--- src/design/fsrs_pkg.sv ---
// Package for the floppy status and rate select block.
// Assumes an APB master with 32-bit data; registers take one aligned word, except the data touch at 05h.
package fsrs_pkg;
    // ----------------------------------------
    // Register map
    // ----------------------------------------
    localparam logic [7:0] FSRS_OFS_STATUS_RATE = 8'h04;
    localparam logic [7:0] FSRS_OFS_CONTROL = 8'h10;
    localparam logic [7:0] FSRS_OFS_CORE = 8'h14;
    localparam logic [7:0] FSRS_OFS_RATE_VIEW = 8'h18;
    localparam logic [7:0] FSRS_OFS_DATA_TOUCH = 8'h05;

    // ----------------------------------------
    // Field positions
    // ----------------------------------------
    localparam int FSRS_MS_REQ = 7;
    localparam int FSRS_MS_DIR = 6;
    localparam int FSRS_MS_NDMA = 5;
    localparam int FSRS_MS_BUSY = 4;
    localparam int FSRS_MS_SEEK1 = 1;
    localparam int FSRS_MS_SEEK0 = 0;
    localparam int FSRS_RS_RESET = 7;
    localparam int FSRS_RS_PDOWN = 6;
    localparam int FSRS_RS_PRE_HI = 4;
    localparam int FSRS_RS_PRE_LO = 2;
    localparam int FSRS_RS_RATE_HI = 1;
    localparam int FSRS_RS_RATE_LO = 0;
    localparam int FSRS_CT_OUT_RESET_N = 0;
    localparam int FSRS_CT_DCR_WRITE = 1;
    localparam int FSRS_CT_DCR_LO = 8;
    localparam int FSRS_CT_TRACK_LO = 16;

    // ----------------------------------------
    // Reset values and encodings
    // ----------------------------------------
    localparam logic [7:0] FSRS_RATE_SEL_RESET = 8'h02;
    localparam logic [7:0] FSRS_TRACK_RESET = 8'h00;
    localparam logic [1:0] FSRS_RATE_500K = 2'h0;
    localparam logic [1:0] FSRS_RATE_300K = 2'h1;
    localparam logic [1:0] FSRS_RATE_250K = 2'h2;
    localparam logic [1:0] FSRS_RATE_1M = 2'h3;
    localparam logic [2:0] FSRS_PRE_ZERO = 3'h7;
    localparam logic [2:0] FSRS_PRE_41 = 3'h1;
    localparam logic [2:0] FSRS_PRE_83 = 3'h2;
    localparam logic [2:0] FSRS_PRE_125 = 3'h3;
    localparam logic [2:0] FSRS_PRE_166 = 3'h4;
    localparam logic [2:0] FSRS_PRE_208 = 3'h5;
    localparam logic [2:0] FSRS_PRE_250 = 3'h6;

    // ----------------------------------------
    // Separator clock divisors at 25 MHz
    // ----------------------------------------
    localparam logic [7:0] FSRS_DIV_500K = 8'h19;
    localparam logic [7:0] FSRS_DIV_300K = 8'h29;
    localparam logic [7:0] FSRS_DIV_250K = 8'h32;
    localparam logic [7:0] FSRS_DIV_1M = 8'h0c;

    typedef enum logic [1:0] {
        FSRS_SRC_RATE_SEL,
        FSRS_SRC_DCR
    } fsrs_src_type;
endpackage : fsrs_pkg

--- src/design/fsrs_top.sv ---
// Floppy main status and data rate select register block.
// Assumes an APB master on pclk and core status inputs on pclk.
// Functional notes
// - Status bit 7 is 1 when the host may move a byte.
// - Status bit 6 gives transfer direction: 0 host writes, 1 host reads.
// - Status bit 5 is 1 for non-DMA, 0 for DMA.
// - Status bit 4 is set while a command runs through result phase.
// - Status bits 1 and 0 show seek busy per drive; 3-2 reserved.
// - Offset 04h reads status and writes the rate select register.
// - Effective rate follows the latest rate select write or control register write with the rate write bit (bit 1) set.
// - Software reset leaves the rate select register unchanged.
// - Hardware reset loads rate select with 02h: default precomp, 250 Kbps.
// - Rate select bit 7 gives a self-clearing controller reset.
// - Rate select bit 6 stops clocks until reset or data/status access.
// - Rate select bits 4-2 choose the write precompensation delay.
// - Precompensation applies from a start track, default 0, set through the control register.
// - Either reset bit clears core registers and forces idle.
// - Output-register reset takes priority over rate select reset.
//
// Chosen here: the APB slave port.
`timescale 1ns/1ps
`default_nettype none
module fsrs_top (
    input wire logic pclk,
    input wire logic presetn,
    input wire logic psel,
    input wire logic penable,
    input wire logic pwrite,
    input wire logic [7:0] paddr,
    input wire logic [31:0] pwdata,
    output logic [31:0] prdata,
    output logic pready,
    output logic pslverr,
    input wire logic host_request_flag,
    input wire logic transfer_direction,
    input wire logic non_dma_flag,
    input wire logic command_busy,
    input wire logic second_drive_seek_busy,
    input wire logic first_drive_seek_busy,
    input wire logic [7:0] current_track,
    input wire logic wr_data_in,
    output logic wr_data_out,
    output logic core_reset,
    output logic core_clk_en,
    output logic sep_clk_en,
    output logic [1:0] rate_code
);
    // ----------------------------------------
    // Bus decode
    // ----------------------------------------
    logic access;
    logic wr_en;
    logic rd_en;
    logic hit_rs;
    logic hit_ctl;
    logic hit_core;
    logic hit_view;
    logic hit_data;
    logic [7:0] rate_sel_r;
    logic out_reset_n_r;
    logic [7:0] track_start_r;
    logic [1:0] dcr_rate_r;
    logic soft_reset_r;
    logic power_down_r;
    logic [1:0] eff_rate_r;
    fsrs_pkg::fsrs_src_type rate_src_r;
    logic [7:0] div_cnt_r;
    logic [7:0] div_max;
    logic [7:0] status_byte;
    logic sep_tick_r;

    assign access = psel && penable;
    assign wr_en = access && pwrite;
    // Read data loads in the setup cycle so it stands when pready is sampled
    assign rd_en = psel && !penable && !pwrite;
    assign hit_rs = (paddr == fsrs_pkg::FSRS_OFS_STATUS_RATE);
    assign hit_ctl = (paddr == fsrs_pkg::FSRS_OFS_CONTROL);
    assign hit_core = (paddr == fsrs_pkg::FSRS_OFS_CORE);
    assign hit_view = (paddr == fsrs_pkg::FSRS_OFS_RATE_VIEW);
    // Data register lives elsewhere; only its touch wakes the clocks
    assign hit_data = (paddr == fsrs_pkg::FSRS_OFS_DATA_TOUCH);
    assign pready = 1'b1;

    // Unmapped addresses answer with an error, no side effect
    assign pslverr = access && !(hit_rs || hit_ctl || hit_core || hit_view || hit_data);

    // ----------------------------------------
    // Main status byte
    // ----------------------------------------
    always_comb begin
        status_byte = 8'h00;
        status_byte[fsrs_pkg::FSRS_MS_REQ] = host_request_flag;
        status_byte[fsrs_pkg::FSRS_MS_DIR] = transfer_direction;
        status_byte[fsrs_pkg::FSRS_MS_NDMA] = non_dma_flag;
        status_byte[fsrs_pkg::FSRS_MS_BUSY] = command_busy;
        status_byte[fsrs_pkg::FSRS_MS_SEEK1] = second_drive_seek_busy;
        status_byte[fsrs_pkg::FSRS_MS_SEEK0] = first_drive_seek_busy;
    end

    always_ff @(posedge pclk or negedge presetn) begin
        if (!presetn) begin
            prdata <= 32'h0000_0000;
        end else if (rd_en) begin
            if (hit_rs) begin
                prdata <= {24'h00_0000, status_byte};
            end else if (hit_ctl) begin
                prdata <= {8'h00, track_start_r, 6'h00, dcr_rate_r, 7'h00, out_reset_n_r};
            end else if (hit_core) begin
                prdata <= {24'h00_0000, 5'h00, power_down_r, soft_reset_r, core_reset};
            end else if (hit_view) begin
                prdata <= {24'h00_0000, 5'h00, rate_src_r == fsrs_pkg::FSRS_SRC_DCR, eff_rate_r};
            end else begin
                prdata <= 32'h0000_0000;
            end
        end
    end

    // ----------------------------------------
    // Rate select register
    // ----------------------------------------
    // Write only; soft reset never touches it
    always_ff @(posedge pclk or negedge presetn) begin
        if (!presetn) begin
            rate_sel_r <= fsrs_pkg::FSRS_RATE_SEL_RESET;
        end else if (wr_en && hit_rs) begin
            rate_sel_r <= {1'b0, 1'b0, 1'b0, pwdata[4:0]};
        end
    end

    // ----------------------------------------
    // Control register of the surrounding core
    // ----------------------------------------
    // Output-register reset bit, control-register rate and start track
    always_ff @(posedge pclk or negedge presetn) begin
        if (!presetn) begin
            out_reset_n_r <= 1'b0;
            dcr_rate_r <= fsrs_pkg::FSRS_RATE_250K;
            track_start_r <= fsrs_pkg::FSRS_TRACK_RESET;
        end else if (wr_en && hit_ctl) begin
            out_reset_n_r <= pwdata[fsrs_pkg::FSRS_CT_OUT_RESET_N];
            if (pwdata[fsrs_pkg::FSRS_CT_DCR_WRITE]) begin
                dcr_rate_r <= pwdata[fsrs_pkg::FSRS_CT_DCR_LO +: 2];
            end
            track_start_r <= pwdata[fsrs_pkg::FSRS_CT_TRACK_LO +: 8];
        end
    end

    // ----------------------------------------
    // Effective data rate
    // ----------------------------------------
    always_ff @(posedge pclk or negedge presetn) begin
        if (!presetn) begin
            eff_rate_r <= fsrs_pkg::FSRS_RATE_250K;
            rate_src_r <= fsrs_pkg::FSRS_SRC_RATE_SEL;
        end else if (wr_en && hit_rs) begin
            eff_rate_r <= pwdata[fsrs_pkg::FSRS_RS_RATE_HI:fsrs_pkg::FSRS_RS_RATE_LO];
            rate_src_r <= fsrs_pkg::FSRS_SRC_RATE_SEL;
        end else if (wr_en && hit_ctl && pwdata[fsrs_pkg::FSRS_CT_DCR_WRITE]) begin
            eff_rate_r <= pwdata[fsrs_pkg::FSRS_CT_DCR_LO +: 2];
            rate_src_r <= fsrs_pkg::FSRS_SRC_DCR;
        end
    end
    assign rate_code = eff_rate_r;

    // ----------------------------------------
    // Software reset
    // ----------------------------------------
    // Pulse lasts one cycle after the write, then clears by itself
    always_ff @(posedge pclk or negedge presetn) begin
        if (!presetn) begin
            soft_reset_r <= 1'b0;
        end else begin
            soft_reset_r <= wr_en && hit_rs && pwdata[fsrs_pkg::FSRS_RS_RESET];
        end
    end

    // Output-register reset holds; rate select pulse only adds to it
    assign core_reset = !out_reset_n_r || soft_reset_r;

    // ----------------------------------------
    // Manual power down
    // ----------------------------------------
    always_ff @(posedge pclk or negedge presetn) begin
        if (!presetn) begin
            power_down_r <= 1'b0;
        end else if (core_reset) begin
            power_down_r <= 1'b0;
        end else if (access && (hit_data || (hit_rs && !pwrite))) begin
            power_down_r <= 1'b0;
        end else if (wr_en && hit_rs && pwdata[fsrs_pkg::FSRS_RS_PDOWN]) begin
            power_down_r <= 1'b1;
        end
    end
    assign core_clk_en = !power_down_r;

    // ----------------------------------------
    // Separator clock divider
    // ----------------------------------------
    always_comb begin
        case (eff_rate_r)
            fsrs_pkg::FSRS_RATE_500K: div_max = fsrs_pkg::FSRS_DIV_500K;
            fsrs_pkg::FSRS_RATE_300K: div_max = fsrs_pkg::FSRS_DIV_300K;
            fsrs_pkg::FSRS_RATE_250K: div_max = fsrs_pkg::FSRS_DIV_250K;
            fsrs_pkg::FSRS_RATE_1M: div_max = fsrs_pkg::FSRS_DIV_1M;
            default: div_max = fsrs_pkg::FSRS_DIV_250K;
        endcase
    end

    // Compare with >= so a smaller divisor takes effect without a long wrap
    always_ff @(posedge pclk or negedge presetn) begin
        if (!presetn) begin
            div_cnt_r <= 8'h00;
            sep_tick_r <= 1'b0;
        end else if (power_down_r || core_reset) begin
            div_cnt_r <= 8'h00;
            sep_tick_r <= 1'b0;
        end else if (div_cnt_r >= div_max) begin
            div_cnt_r <= 8'h00;
            sep_tick_r <= 1'b1;
        end else begin
            div_cnt_r <= div_cnt_r + 8'h01;
            sep_tick_r <= 1'b0;
        end
    end
    assign sep_clk_en = sep_tick_r;

    // ----------------------------------------
    // Write precompensation
    // ----------------------------------------
    fsrs_precomp u_precomp (
        .pclk(pclk),
        .presetn(presetn),
        .core_reset(core_reset),
        .pre_code(rate_sel_r[fsrs_pkg::FSRS_RS_PRE_HI:fsrs_pkg::FSRS_RS_PRE_LO]),
        .rate_code(eff_rate_r),
        .enable(current_track >= track_start_r),
        .wr_data_in(wr_data_in),
        .wr_data_out(wr_data_out)
    );
endmodule : fsrs_top
`default_nettype wire

--- src/design/fsrs_precomp.sv ---
// Write precompensation delay line for the write data output.
// Assumes write data pulses and precomp code on pclk.
`timescale 1ns/1ps
`default_nettype none
module fsrs_precomp (
    input wire logic pclk,
    input wire logic presetn,
    input wire logic core_reset,
    input wire logic [2:0] pre_code,
    input wire logic [1:0] rate_code,
    input wire logic enable,
    input wire logic wr_data_in,
    output logic wr_data_out
);
    // ----------------------------------------
    // Delay in pclk steps
    // ----------------------------------------
    // 40 ns clock: nearest whole steps, coarse by nature
    logic [2:0] steps;
    logic [7:0] shift_r;

    always_comb begin
        case (pre_code)
            fsrs_pkg::FSRS_PRE_ZERO: steps = 3'h0;
            fsrs_pkg::FSRS_PRE_41: steps = 3'h1;
            fsrs_pkg::FSRS_PRE_83: steps = 3'h2;
            fsrs_pkg::FSRS_PRE_125: steps = 3'h3;
            fsrs_pkg::FSRS_PRE_166: steps = 3'h4;
            fsrs_pkg::FSRS_PRE_208: steps = 3'h5;
            fsrs_pkg::FSRS_PRE_250: steps = 3'h6;
            default: begin
                // Default delay depends on the data rate
                steps = (rate_code == fsrs_pkg::FSRS_RATE_1M) ? 3'h1 : 3'h3;
            end
        endcase
    end

    always_ff @(posedge pclk or negedge presetn) begin
        if (!presetn) begin
            shift_r <= 8'h00;
        end else if (core_reset) begin
            shift_r <= 8'h00;
        end else begin
            shift_r <= {shift_r[6:0], wr_data_in};
        end
    end

    always_ff @(posedge pclk or negedge presetn) begin
        if (!presetn) begin
            wr_data_out <= 1'b0;
        end else if (!enable || steps == 3'h0) begin
            wr_data_out <= wr_data_in;
        end else begin
            wr_data_out <= shift_r[steps - 3'h1];
        end
    end
endmodule : fsrs_precomp
`default_nettype wire

--- config.mk ---
export PLATFORM = sky130hd
export DESIGN_NAME = fsrs_top
export DESIGN_NICKNAME = d
export VERILOG_FILES = /design/src/design/fsrs_pkg.sv /design/src/design/fsrs_top.sv /design/src/design/fsrs_precomp.sv
export SDC_FILE = /design/constraint.sdc
export NUM_CORES = 1
export LEC_CHECK = 0
export BUFFER_PORTS_ARGS = -buffer_cell sky130_fd_sc_hd__buf_2
export CAP_MARGIN = 0
export CORE_MARGIN = 10
export CORE_UTILIZATION = 54
export CTS_CLUSTER_DIAMETER = 150
export DETAILED_ROUTE_END_ITERATION = 10
export HOLD_SLACK_MARGIN = 0.08
export PLACE_DENSITY = 0.85
export SLEW_MARGIN = 10
export SYNTH_ARGS = -nofsm -noshare
export SYNTH_HDL_FRONTEND = slang
export SYNTH_HIERARCHICAL = 1
export SYNTH_SLANG_ARGS = --single-unit
--- constraint.sdc ---
create_clock -name pclk -period 5.5 [get_ports pclk]
set_input_delay 0.275 -clock pclk [delete_from_list [all_inputs] [get_ports pclk]]
set_output_delay 0.275 -clock pclk [all_outputs]
set_load 0.005 [all_outputs]
==> results of run 1 <==
==> logic make-up (layout without fill, tap and decap cells) <==
logic type,count (synthesis),count (layout),share of synthesized area (%)
flip-flops,54,54,46.52
AND/OR/NAND/NOR,75,75,15.13
AO/OA/AOI/OAI,59,59,14.45
XOR/XNOR,6,6,1.806
other,2,17,0.2580
adder cells (fa/ha/maj),22,22,9.415
multiplexers,9,9,4.342
buffers and inverters,43,98,8.082
==> how the worst max path moves through the flow <==
stage                       from      endpoint  slack (ns)  cells past startpoint
detailed placement  rate_code[1]  div_cnt_r[6]        3.04                      8
floorplan           rate_code[1]    sep_clk_en        3.31                      8
global placement    rate_code[1]  div_cnt_r[6]        3.15                      8
finish              rate_code[1]  div_cnt_r[6]        3.01                      8
global route        rate_code[1]  div_cnt_r[2]        2.85                      8
CTS                 rate_code[1]  div_cnt_r[6]        3.01                      8
==> cell usage in the layout (no fill, tap or decap), drive strengths merged, types with 10 or more instances in the layout <==
cell   synthesis  layout
nand2         18      18
a22o          15      15
o21ai         13      13
buf           21      70
nor3          10      10
nor2b         10      10
inv           20      20
nor2          10      10
dfrtp         52      52
ha            21      21
conb           2      17
==> sequential cells by signal, indices dropped and copies added (netlist names) <==
register / cells
dcr_rate_r: 2
u_precomp/wr_data_out: 1
soft_reset_r: 1
sep_clk_en: 1
out_reset_n_r: 1
rate_code: 2
power_down_r: 1
rate_src_r: 1
rate_sel_r: 3
prdata: 17
u_precomp/shift_r: 8
track_start_r: 8
div_cnt_r: 8
==> per-layer routing <==
layer / up-vias / wire, um / track usage [%]
met5: - / 0 / 0
met2: 63 / 3313 / 26.22
met4: 0 / 110 / 5.784
li1: 1051 / - / -
met1: 1099 / 2737 / 18.28
met3: 10 / 419 / 4.476
==> area by class of cell <==
cell class | instances | share of cell area [%]
Tap cell | 70 | 2.607
Sequential cell | 54 | 40.30
Inverter | 20 | 2.235
Clock buffer | 6 | 2.160
Multi-Input combinational cell | 188 | 41.01
Clock inverter | 2 | 1.117
Timing Repair Buffer | 70 | 10.58
==> power by group <==
group          switching (mW)  internal (mW)
combinational          0.0375         0.0245
clock                   0.126          0.136
sequential            0.00242          0.401
==> worst reg2reg max path: stages (launching register included) <==
cell	delay, ns
dfstp_2	0.64
inv_1	0.09
ha_1	0.18
nor2_1	0.11
ha_1	0.25
a21o_1	0.19
a2111oi_0	0.39
o21ai_1	0.29
nor3_1	0.27
==> results.yml, run 1 <==
drt:
  wl_per_cell_um: 16.05
  via_count: 2223
  first_pass_iters: 4
  routed_via_density: 5.422
  drc: 0
  routed_wl_um: 6580
  first_iter_violations: 143
  detail-route-antenna-nets: 0
setup_path:
  reg2reg_slack_ns: 3.01
  startpoint_type: "flip-flop"
  timing.rr.end: "div_cnt_r[6]"
  criticalPathCategory: "flip-flop to flip-flop"
  max_stage_delay_ns: 0.64
  reg2reg_depth: 8
  cpLargestDelayFamily: "compound AO/OA/AOI/OAI gates"
  cpMostUsedCell: "ha_1"
  crit_chain: "inv_1, ha_1, nor2_1, ha_1, a21o_1, a2111oi_0, o21ai_1, nor3_1"
  end_kind: "flip-flop"
  arrival_ns: 2.70
  worstPathBufferInverterCount: 1
  crit_fanout: 9
  rr_startpoint: "rate_code[1]"
  crit_required_ns: 5.72
  worst_path_max_delay_cell: "dfstp_2"
synthesis:
  yosys_register_bits: 54
  synth_area_leader_cell: "dfrtp_1"
  yosysMostFrequentCell: "dfrtp_1"
  syn_area_um2: 2910
  async_flop_share_pct: 100.0
  synth_area_per_cell_um2: 10.78
  synthFlopType: "dfrtp_1"
  synth_edf_count: 0
  synth_common_cells: "52 x dfrtp_1, 21 x ha_1, 19 x inv_1"
  yosysTopAreaCellShare_pct: 44.71
  synth_cells: 270
  ys_types: 58
  ys_top_cells_by_area: "dfrtp_1 45%, ha_1 9.0%, a22o_1 4.5%, buf_4 4.4%, inv_1 2.5%"
  seq_area_frac_synth_pct: 46.52
  ys_warn_count: 6
clocking:
  cts_tree: "built"
  htreeDepth: 2
  cts-resized-gates: 0
  clkLatencyLatePin_ns: 0.30
  hold_buffers: 0
  cts_made_buffers: 5
  cts.sinks: 54
  postCtsSetupRepairBufs: 0
  clock_path_buffers: 2
  root_buffer: "clkbuf_8"
  cts.clk_slew.worst_paths_ns: 0.10
placed_design:
  place.gp.congestion: 0.9164
  place.detailed.hpwl_um: 5163
  dp.cells: 402
  port_buffers: 68
  pre_cts_slack_ns: 3.042
  postPlaceCellArea_um2: 3249
timing:
  fmax_mhz: 402.0
  setup_ws_ns: 3.012
  setup-tns-final_ns: 0
  skew_ns: 0.007241
  worst_pin_slew_ns: 0.7823
  drv_slew: 0
  setup_violations: 0
  holdWs_ns: 0.07918
  period_share_pct: 45.23
  hold_violations: 0
  slew_headroom_pct: 47.72
  grt_setup_unrepaired: "no"
  post-route-min-period_ns: 2.488
final_layout:
  multi_input_area_um2: 1378
  final_util_pct: 64.95
  seq_area_um2: 1354
  synthToLayoutAreaGrowth_pct: 15.43
  stdcell_area_um2: 3359
  drive_gt1_share_pct: 27.94
  n_antenna_cell: 0
  finalNonFillerCells: 410
  fillers: 445
  nNetsFinal: 420
die:
  core_um2: 5172
  dieWidth_um: 93.41
  io_pins: 100
  fp-row-count: 26
  start_util_pct: 56.27
  dieArea_um2: 8725
  fp.dieH_um: 93.41
global_routing:
  grt_max_degree: 55
  grt-ovfl-total: 0
  grt_pass1_wl_um: 10960
  grtUsageTotal_pct: 15.54
  grt_pass1_vias: 2347
  antenna_found_initial: 0
power_and_ir_drop:
  peakVddDrop_v: 0.0001932
  cellPowerDensity_nw_per_um2: 216.3
  cellLeakagePower_nw: 1.770
  power.total_uw: 726.7
run:
  cap_viol_max_count: 0
hold_path:
  min_path_type: "input port to asynchronous set/reset pin"
status:
  status: "complete, no violations"
Note: power is estimated with default switching activity, not from simulation.
==> run 2, diff against run 1 <==
--- a/config.mk
+++ b/config.mk
@@ -8,11 +8,11 @@
 export BUFFER_PORTS_ARGS = -buffer_cell sky130_fd_sc_hd__buf_2
 export CAP_MARGIN = 0
 export CORE_MARGIN = 10
-export CORE_UTILIZATION = 54
+export CORE_UTILIZATION = 50
 export CTS_CLUSTER_DIAMETER = 150
 export DETAILED_ROUTE_END_ITERATION = 10
 export HOLD_SLACK_MARGIN = 0.08
-export PLACE_DENSITY = 0.85
+export PLACE_DENSITY = 0.8
 export SLEW_MARGIN = 10
 export SYNTH_ARGS = -nofsm -noshare
 export SYNTH_HDL_FRONTEND = slang
==> constraint.sdc (replaced) <==
create_clock -name pclk -period 2.5 [get_ports pclk]
set_input_delay 0.125 -clock pclk [delete_from_list [all_inputs] [get_ports pclk]]
set_output_delay 0.125 -clock pclk [all_outputs]
set_load 0.005 [all_outputs]
==> run 2 against run 1 <==
Clock power grew 95%. Non-clock buffer count grew 23. Fmax grew 6.0%. Final area grew 6.4%. Flip-flop and latch count is the same. Critical path type unchanged. Critical endpoint is now div_cnt_r[3]. Die area grew 6.3%.
==> results.yml, run 2 (synthesized netlist as in run 1, its figures left out) <==
status:
  status: "complete, no violations"
placed_design:
  dp.cells: 407
  postPlaceCellArea_um2: 3274
  pre_cts_slack_ns: 0.1586
  port_buffers: 68
  place.detailed.hpwl_um: 5176
  place.gp.congestion: 0.8559
power_and_ir_drop:
  p_int_mw: 1.186
  p_switching_uw: 376.6
  cellLeakagePower_nw: 1.865
  combPwrFrac_pct: 10.5
  cellPowerDensity_nw_per_um2: 436.8
  p_clk_share_pct: 32.8
  peakVddDrop_v: 0.0002947
  p_sw_share_pct: 24.11
  p_seq_share_pct: 56.7
final_layout:
  regMostFlops: "prdata"
  final_common_cell: "buf_2"
  synthToLayoutAreaGrowth_pct: 22.87
  drive_gt1_share_pct: 27.27
  stdcell_area_um2: 3576
  largest_reg_flops: 17
  final_cell_mix: "68 x buf_2, 52 x dfrtp_1, 21 x ha_1, 20 x dlygate4sd3_1, 19 x inv_1"
  finalNonFillerCells: 436
  nNetsFinal: 443
  final_util_pct: 64.15
drt:
  routed_wl_um: 6822
  wl_per_cell_um: 15.65
  drc: 0
  first_pass_iters: 4
  detail-route-antenna-nets: 0
  routed_via_density: 5.172
  first_iter_violations: 67
  via_count: 2255
setup_path:
  end_kind: "flip-flop"
  reg2reg_slack_ns: 0.15
  startpoint_type: "flip-flop"
  crit_required_ns: 2.73
  criticalPathCategory: "flip-flop to flip-flop"
  crit_fanout: 8
  reg2reg_depth: 8
  arrival_ns: 2.58
timing:
  period_share_pct: 93.90
  slew_headroom_pct: 56.10
  fmax_mhz: 426.0
  skew_ns: 0.01011
  setup_ws_ns: 0.1525
  setup_violations: 0
  grt_setup_unrepaired: "no"
  drv_slew: 0
  setup-tns-final_ns: 0
  hold_violations: 0
  post-route-min-period_ns: 2.348
  worst_pin_slew_ns: 0.6419
clocking:
  cts_tree: "built"
  root_buffer: "clkbuf_8"
  postCtsSetupRepairBufs: 0
  htreeDepth: 2
  clkLatencyLatePin_ns: 0.31
  cts.sinks: 54
  clock_path_buffers: 2
  cts_made_buffers: 5
  cts.clk_slew.worst_paths_ns: 0.10
die:
  io_pins: 100
  fp-row-count: 27
  start_util_pct: 52.21
  dieWidth_um: 96.29
  fp.dieH_um: 96.29
  dieArea_um2: 9272
  core_um2: 5574
global_routing:
  grt-ovfl-total: 0
  grt_max_degree: 23
  grtUsageTotal_pct: 15.12
  grt_pass1_wl_um: 10980
  grt_pass1_vias: 2307
  antenna_found_initial: 1
hold_path:
  whs_path_depth: 3
  min_path_type: "input port to flip-flop"
run:
  cap_viol_max_count: 0
==> run 2: cell count changes in the layout (fill, tap and decap cells not counted), sizes merged <==
cell         before  now
dlygate4sd3       0   20
buf              70   73
bufinv            1    0
diode             0    1
inv              20   21
==> run 2: worst paths after layout <==
kind	end	startpoint
max	div_cnt_r[3]	rate_code[1]
min	rate_code[0]	pwdata[8]
min reg2reg	prdata[0]	prdata[0]
max in group asynchronous	rate_code[1]	presetn
max reg2reg	div_cnt_r[3]	rate_code[1]
min in group asynchronous	u_precomp/shift_r[7]	presetn
==> run 2: per-layer routing <==
metal	share of wire [%]	vias to the layer above	track usage, %
met3	7.2	9	3.813
met2	50	63	26.63
met1	41	1082	17.24
li1	-	1101	-
met5	0	-	0
met4	1.4	0	5.690
==> run 2: critical path, cell delays in order (launching register included) <==
cell       delay (ns)
dfstp_2          0.56
inv_1            0.06
ha_1             0.17
nor2_1           0.11
ha_1             0.25
a21o_1           0.17
a2111oi_0        0.39
o21ai_1          0.30
nor3_1           0.25
==> run 2: power groups by stage <==
stage	registers, mW	clock network [mW]	logic, mW
6_report	0.886	0.512	0.164
5_1_grt	0.888	0.563	0.183
4_1_cts	0.886	0.525	0.163
3_5_place_dp	0.903	0	0.137
3_3_place_gp	0.903	0	0.133
2_1_floorplan	0.903	0	0.0794
==> run 2: through the flow <==
stage	hold slack (ns)	power, mW
floorplan	-0.1706	0.9823
global placement	0.05329	1.036
global route	0.09629	1.634
detailed placement	0.05689	1.041
CTS	0.09085	1.574
finish	0.1017	1.562
==> run 2: cell type report <==
class	count	area [um2]
inverters	20	75.07
clock buffers	6	82.58
diodes	1	2.502
repair buffers	93	578.1
clock inverters	2	16.27
flip-flops and latches	54	1354
fillers	467	1998
well taps	72	90.09
multi-input cells	188	1378
==> run 2: repair_timing <==
action	CTS	global route
endpoints found under the hold margin	35	0
gates resized for setup	0	0
hold buffers	20	0
==> run 3, diff against run 2 <==
--- a/config.mk
+++ b/config.mk
@@ -12,7 +12,7 @@
 export CTS_CLUSTER_DIAMETER = 150
 export DETAILED_ROUTE_END_ITERATION = 10
 export HOLD_SLACK_MARGIN = 0.08
-export PLACE_DENSITY = 0.8
+export PLACE_DENSITY = 0.77
 export SLEW_MARGIN = 10
 export SYNTH_ARGS = -nofsm -noshare
 export SYNTH_HDL_FRONTEND = slang
==> run 3 against run 2 <==
Die area unchanged. Via count decreased by 0.40%. Critical path depth did not move. Clock power increased by 13%. Routed wire length fell by 1.4%. Combinational power hardly changed. Clock skew fell by 0.0053 ns. Worst setup slack better by 0.084 ns. Fmax grew 3.7%. Core utilization grew 0.067 points. Critical path type unchanged. Largest power group unchanged. Highest routed layer unchanged.
==> results.yml, run 3 (synthesized netlist as in run 1, its figures left out) <==
timing:
  setup_ws_ns: 0.2362
  skew_ns: 0.004847
  period_share_pct: 90.55
  hold_violations: 0
  grt_setup_unrepaired: "no"
  drv_slew: 0
  fmax_mhz: 441.7
  setup_violations: 0
  slew_headroom_pct: 55.90
  setup-tns-final_ns: 0
  worst_pin_slew_ns: 0.6566
  post-route-min-period_ns: 2.264
drt:
  wl_per_cell_um: 15.57
  drc: 0
  detail-route-antenna-nets: 0
  via_count: 2246
  first_iter_violations: 112
  routed_via_density: 5.199
  routed_wl_um: 6727
  first_pass_iters: 4
final_layout:
  final_common_cell: "buf_2"
  drive_gt1_share_pct: 27.78
  largest_reg_flops: 17
  regMostFlops: "prdata"
  nNetsFinal: 441
  multi_input_area_um2: 1393
  fillers: 432
  final_util_pct: 64.22
  synthToLayoutAreaGrowth_pct: 23.00
  n_antenna_cell: 0
  final_cell_mix: "68 x buf_2, 52 x dfrtp_1, 21 x ha_1, 19 x inv_1, 19 x dlygate4sd3_1"
  seq_area_um2: 1354
clocking:
  cts_made_buffers: 5
  cts.sinks: 54
  cts_tree: "built"
  root_buffer: "clkbuf_8"
  clock_path_buffers: 2
  clkLatencyLatePin_ns: 0.31
  cts.clk_slew.worst_paths_ns: 0.09
  htreeDepth: 2
die:
  start_util_pct: 52.21
  fp.dieH_um: 96.29
  dieWidth_um: 96.29
  io_pins: 100
  fp-row-count: 27
  dieArea_um2: 9272
  core_um2: 5574
setup_path:
  crit_required_ns: 2.72
  rr_startpoint: "rate_code[0]"
  crit_fanout: 8
  end_kind: "flip-flop"
  cpMostUsedCell: "ha_1"
  criticalPathCategory: "flip-flop to flip-flop"
  startpoint_type: "flip-flop"
  crit_chain: "inv_1, ha_1, nor2_1, ha_1, a21o_1, a2111oi_2, o21ai_2, nor3_1"
  max_stage_delay_ns: 0.44
  arrival_ns: 2.48
  worst_path_max_delay_cell: "dfrtp_1"
  setup.worst_path.start: "rate_code[0]"
power_and_ir_drop:
  p_clk_share_pct: 35.6
  cellLeakagePower_nw: 1.865
  peakVddDrop_v: 0.0003165
  combPwrFrac_pct: 9.9
  p_switching_uw: 377.8
  p_int_mw: 1.250
  cellPowerDensity_nw_per_um2: 454.9
  p_sw_share_pct: 23.20
  p_seq_share_pct: 54.4
placed_design:
  place.detailed.hpwl_um: 5078
  place.gp.congestion: 0.8657
  port_buffers: 68
  pre_cts_slack_ns: 0.1090
global_routing:
  grtUsageTotal_pct: 15.19
  grt_pass1_wl_um: 11140
  grt-ovfl-total: 0
  antenna_found_initial: 0
  grt_max_degree: 33
  grt_pass1_vias: 2369
hold_path:
  min_path_type: "input port to flip-flop"
  hold_start: "pwdata[8]"
status:
  status: "complete, no violations"
run:
  cap_viol_max_count: 0
[run 3: layer usage]
layer | share of wire, % | global-route usage (%) | up-vias
met5 | 0 | 0 | -
met4 | 1.2 | 4.600 | 0
met3 | 7.1 | 3.735 | 7
met2 | 48 | 25.84 | 70
met1 | 43 | 18.58 | 1072
li1 | - | - | 1097
[run 3: final timing paths]
check / endpoint / slack [ns] / cells after the start
setup reg to reg: div_cnt_r[5] / 0.24 / 8
min in group asynchronous: prdata[22] / 0.34 / 2
hold / removal: rate_code[0] / 0.09 / 3
setup / recovery: div_cnt_r[5] / 0.24 / 8
max in group asynchronous: rate_code[1] / 1.33 / 3
hold reg to reg: prdata[0] / 0.48 / 2
[run 3: worst max-delay path: cells and delay by family, from the launching register on]
family | cells | cell delay [ns]
adder cells (fa/ha/maj) | 2 | 0.49
AO/OA/AOI/OAI | 3 | 0.78
AND/OR/NAND/NOR | 2 | 0.35
flip-flops | 1 | 0.44
buffers and inverters | 1 | 0.12
[run 3: what timing repair did]
item / in CTS / in global routing
setup endpoints to repair: 0 / 8
endpoints found under the hold margin: 40 / 0
hold buffers: 19 / 0
gates resized for setup: 0 / 4
setup buffers: 0 / 0
[run 3: power by group through the flow]
stage,Sequential (mW),Combinational [mW],Clock (mW)
2_1_floorplan,0.903,0.0794,0
4_1_cts,0.886,0.161,0.592
6_report,0.886,0.162,0.580
3_3_place_gp,0.903,0.133,0
5_1_grt,0.888,0.183,0.629
3_5_place_dp,0.903,0.138,0
[run 3: area by class of cell]
class	instances	share of cell area [%]
timing repair buffer	91	15.66
inverter	20	2.097
multi-input combinational	188	38.90
tap	72	2.517
sequential	54	37.82
clock buffer	5	1.922
clock inverter	2	1.084
[run 3: stage by stage]
stage | instance area (um2) | hold slack [ns] | instances | power [mW]
final | 3580 | 0.08631 | 432 | 1.628
after global routing | 3580 | 0.08970 | 432 | 1.699
after CTS | 3565 | 0.08026 | 432 | 1.640
after detailed placement | 3267 | 0.1402 | 406 | 1.041
after global placement | 3267 | 0.1262 | 406 | 1.036
after floorplan | 2967 | -0.1706 | 285 | 0.9823
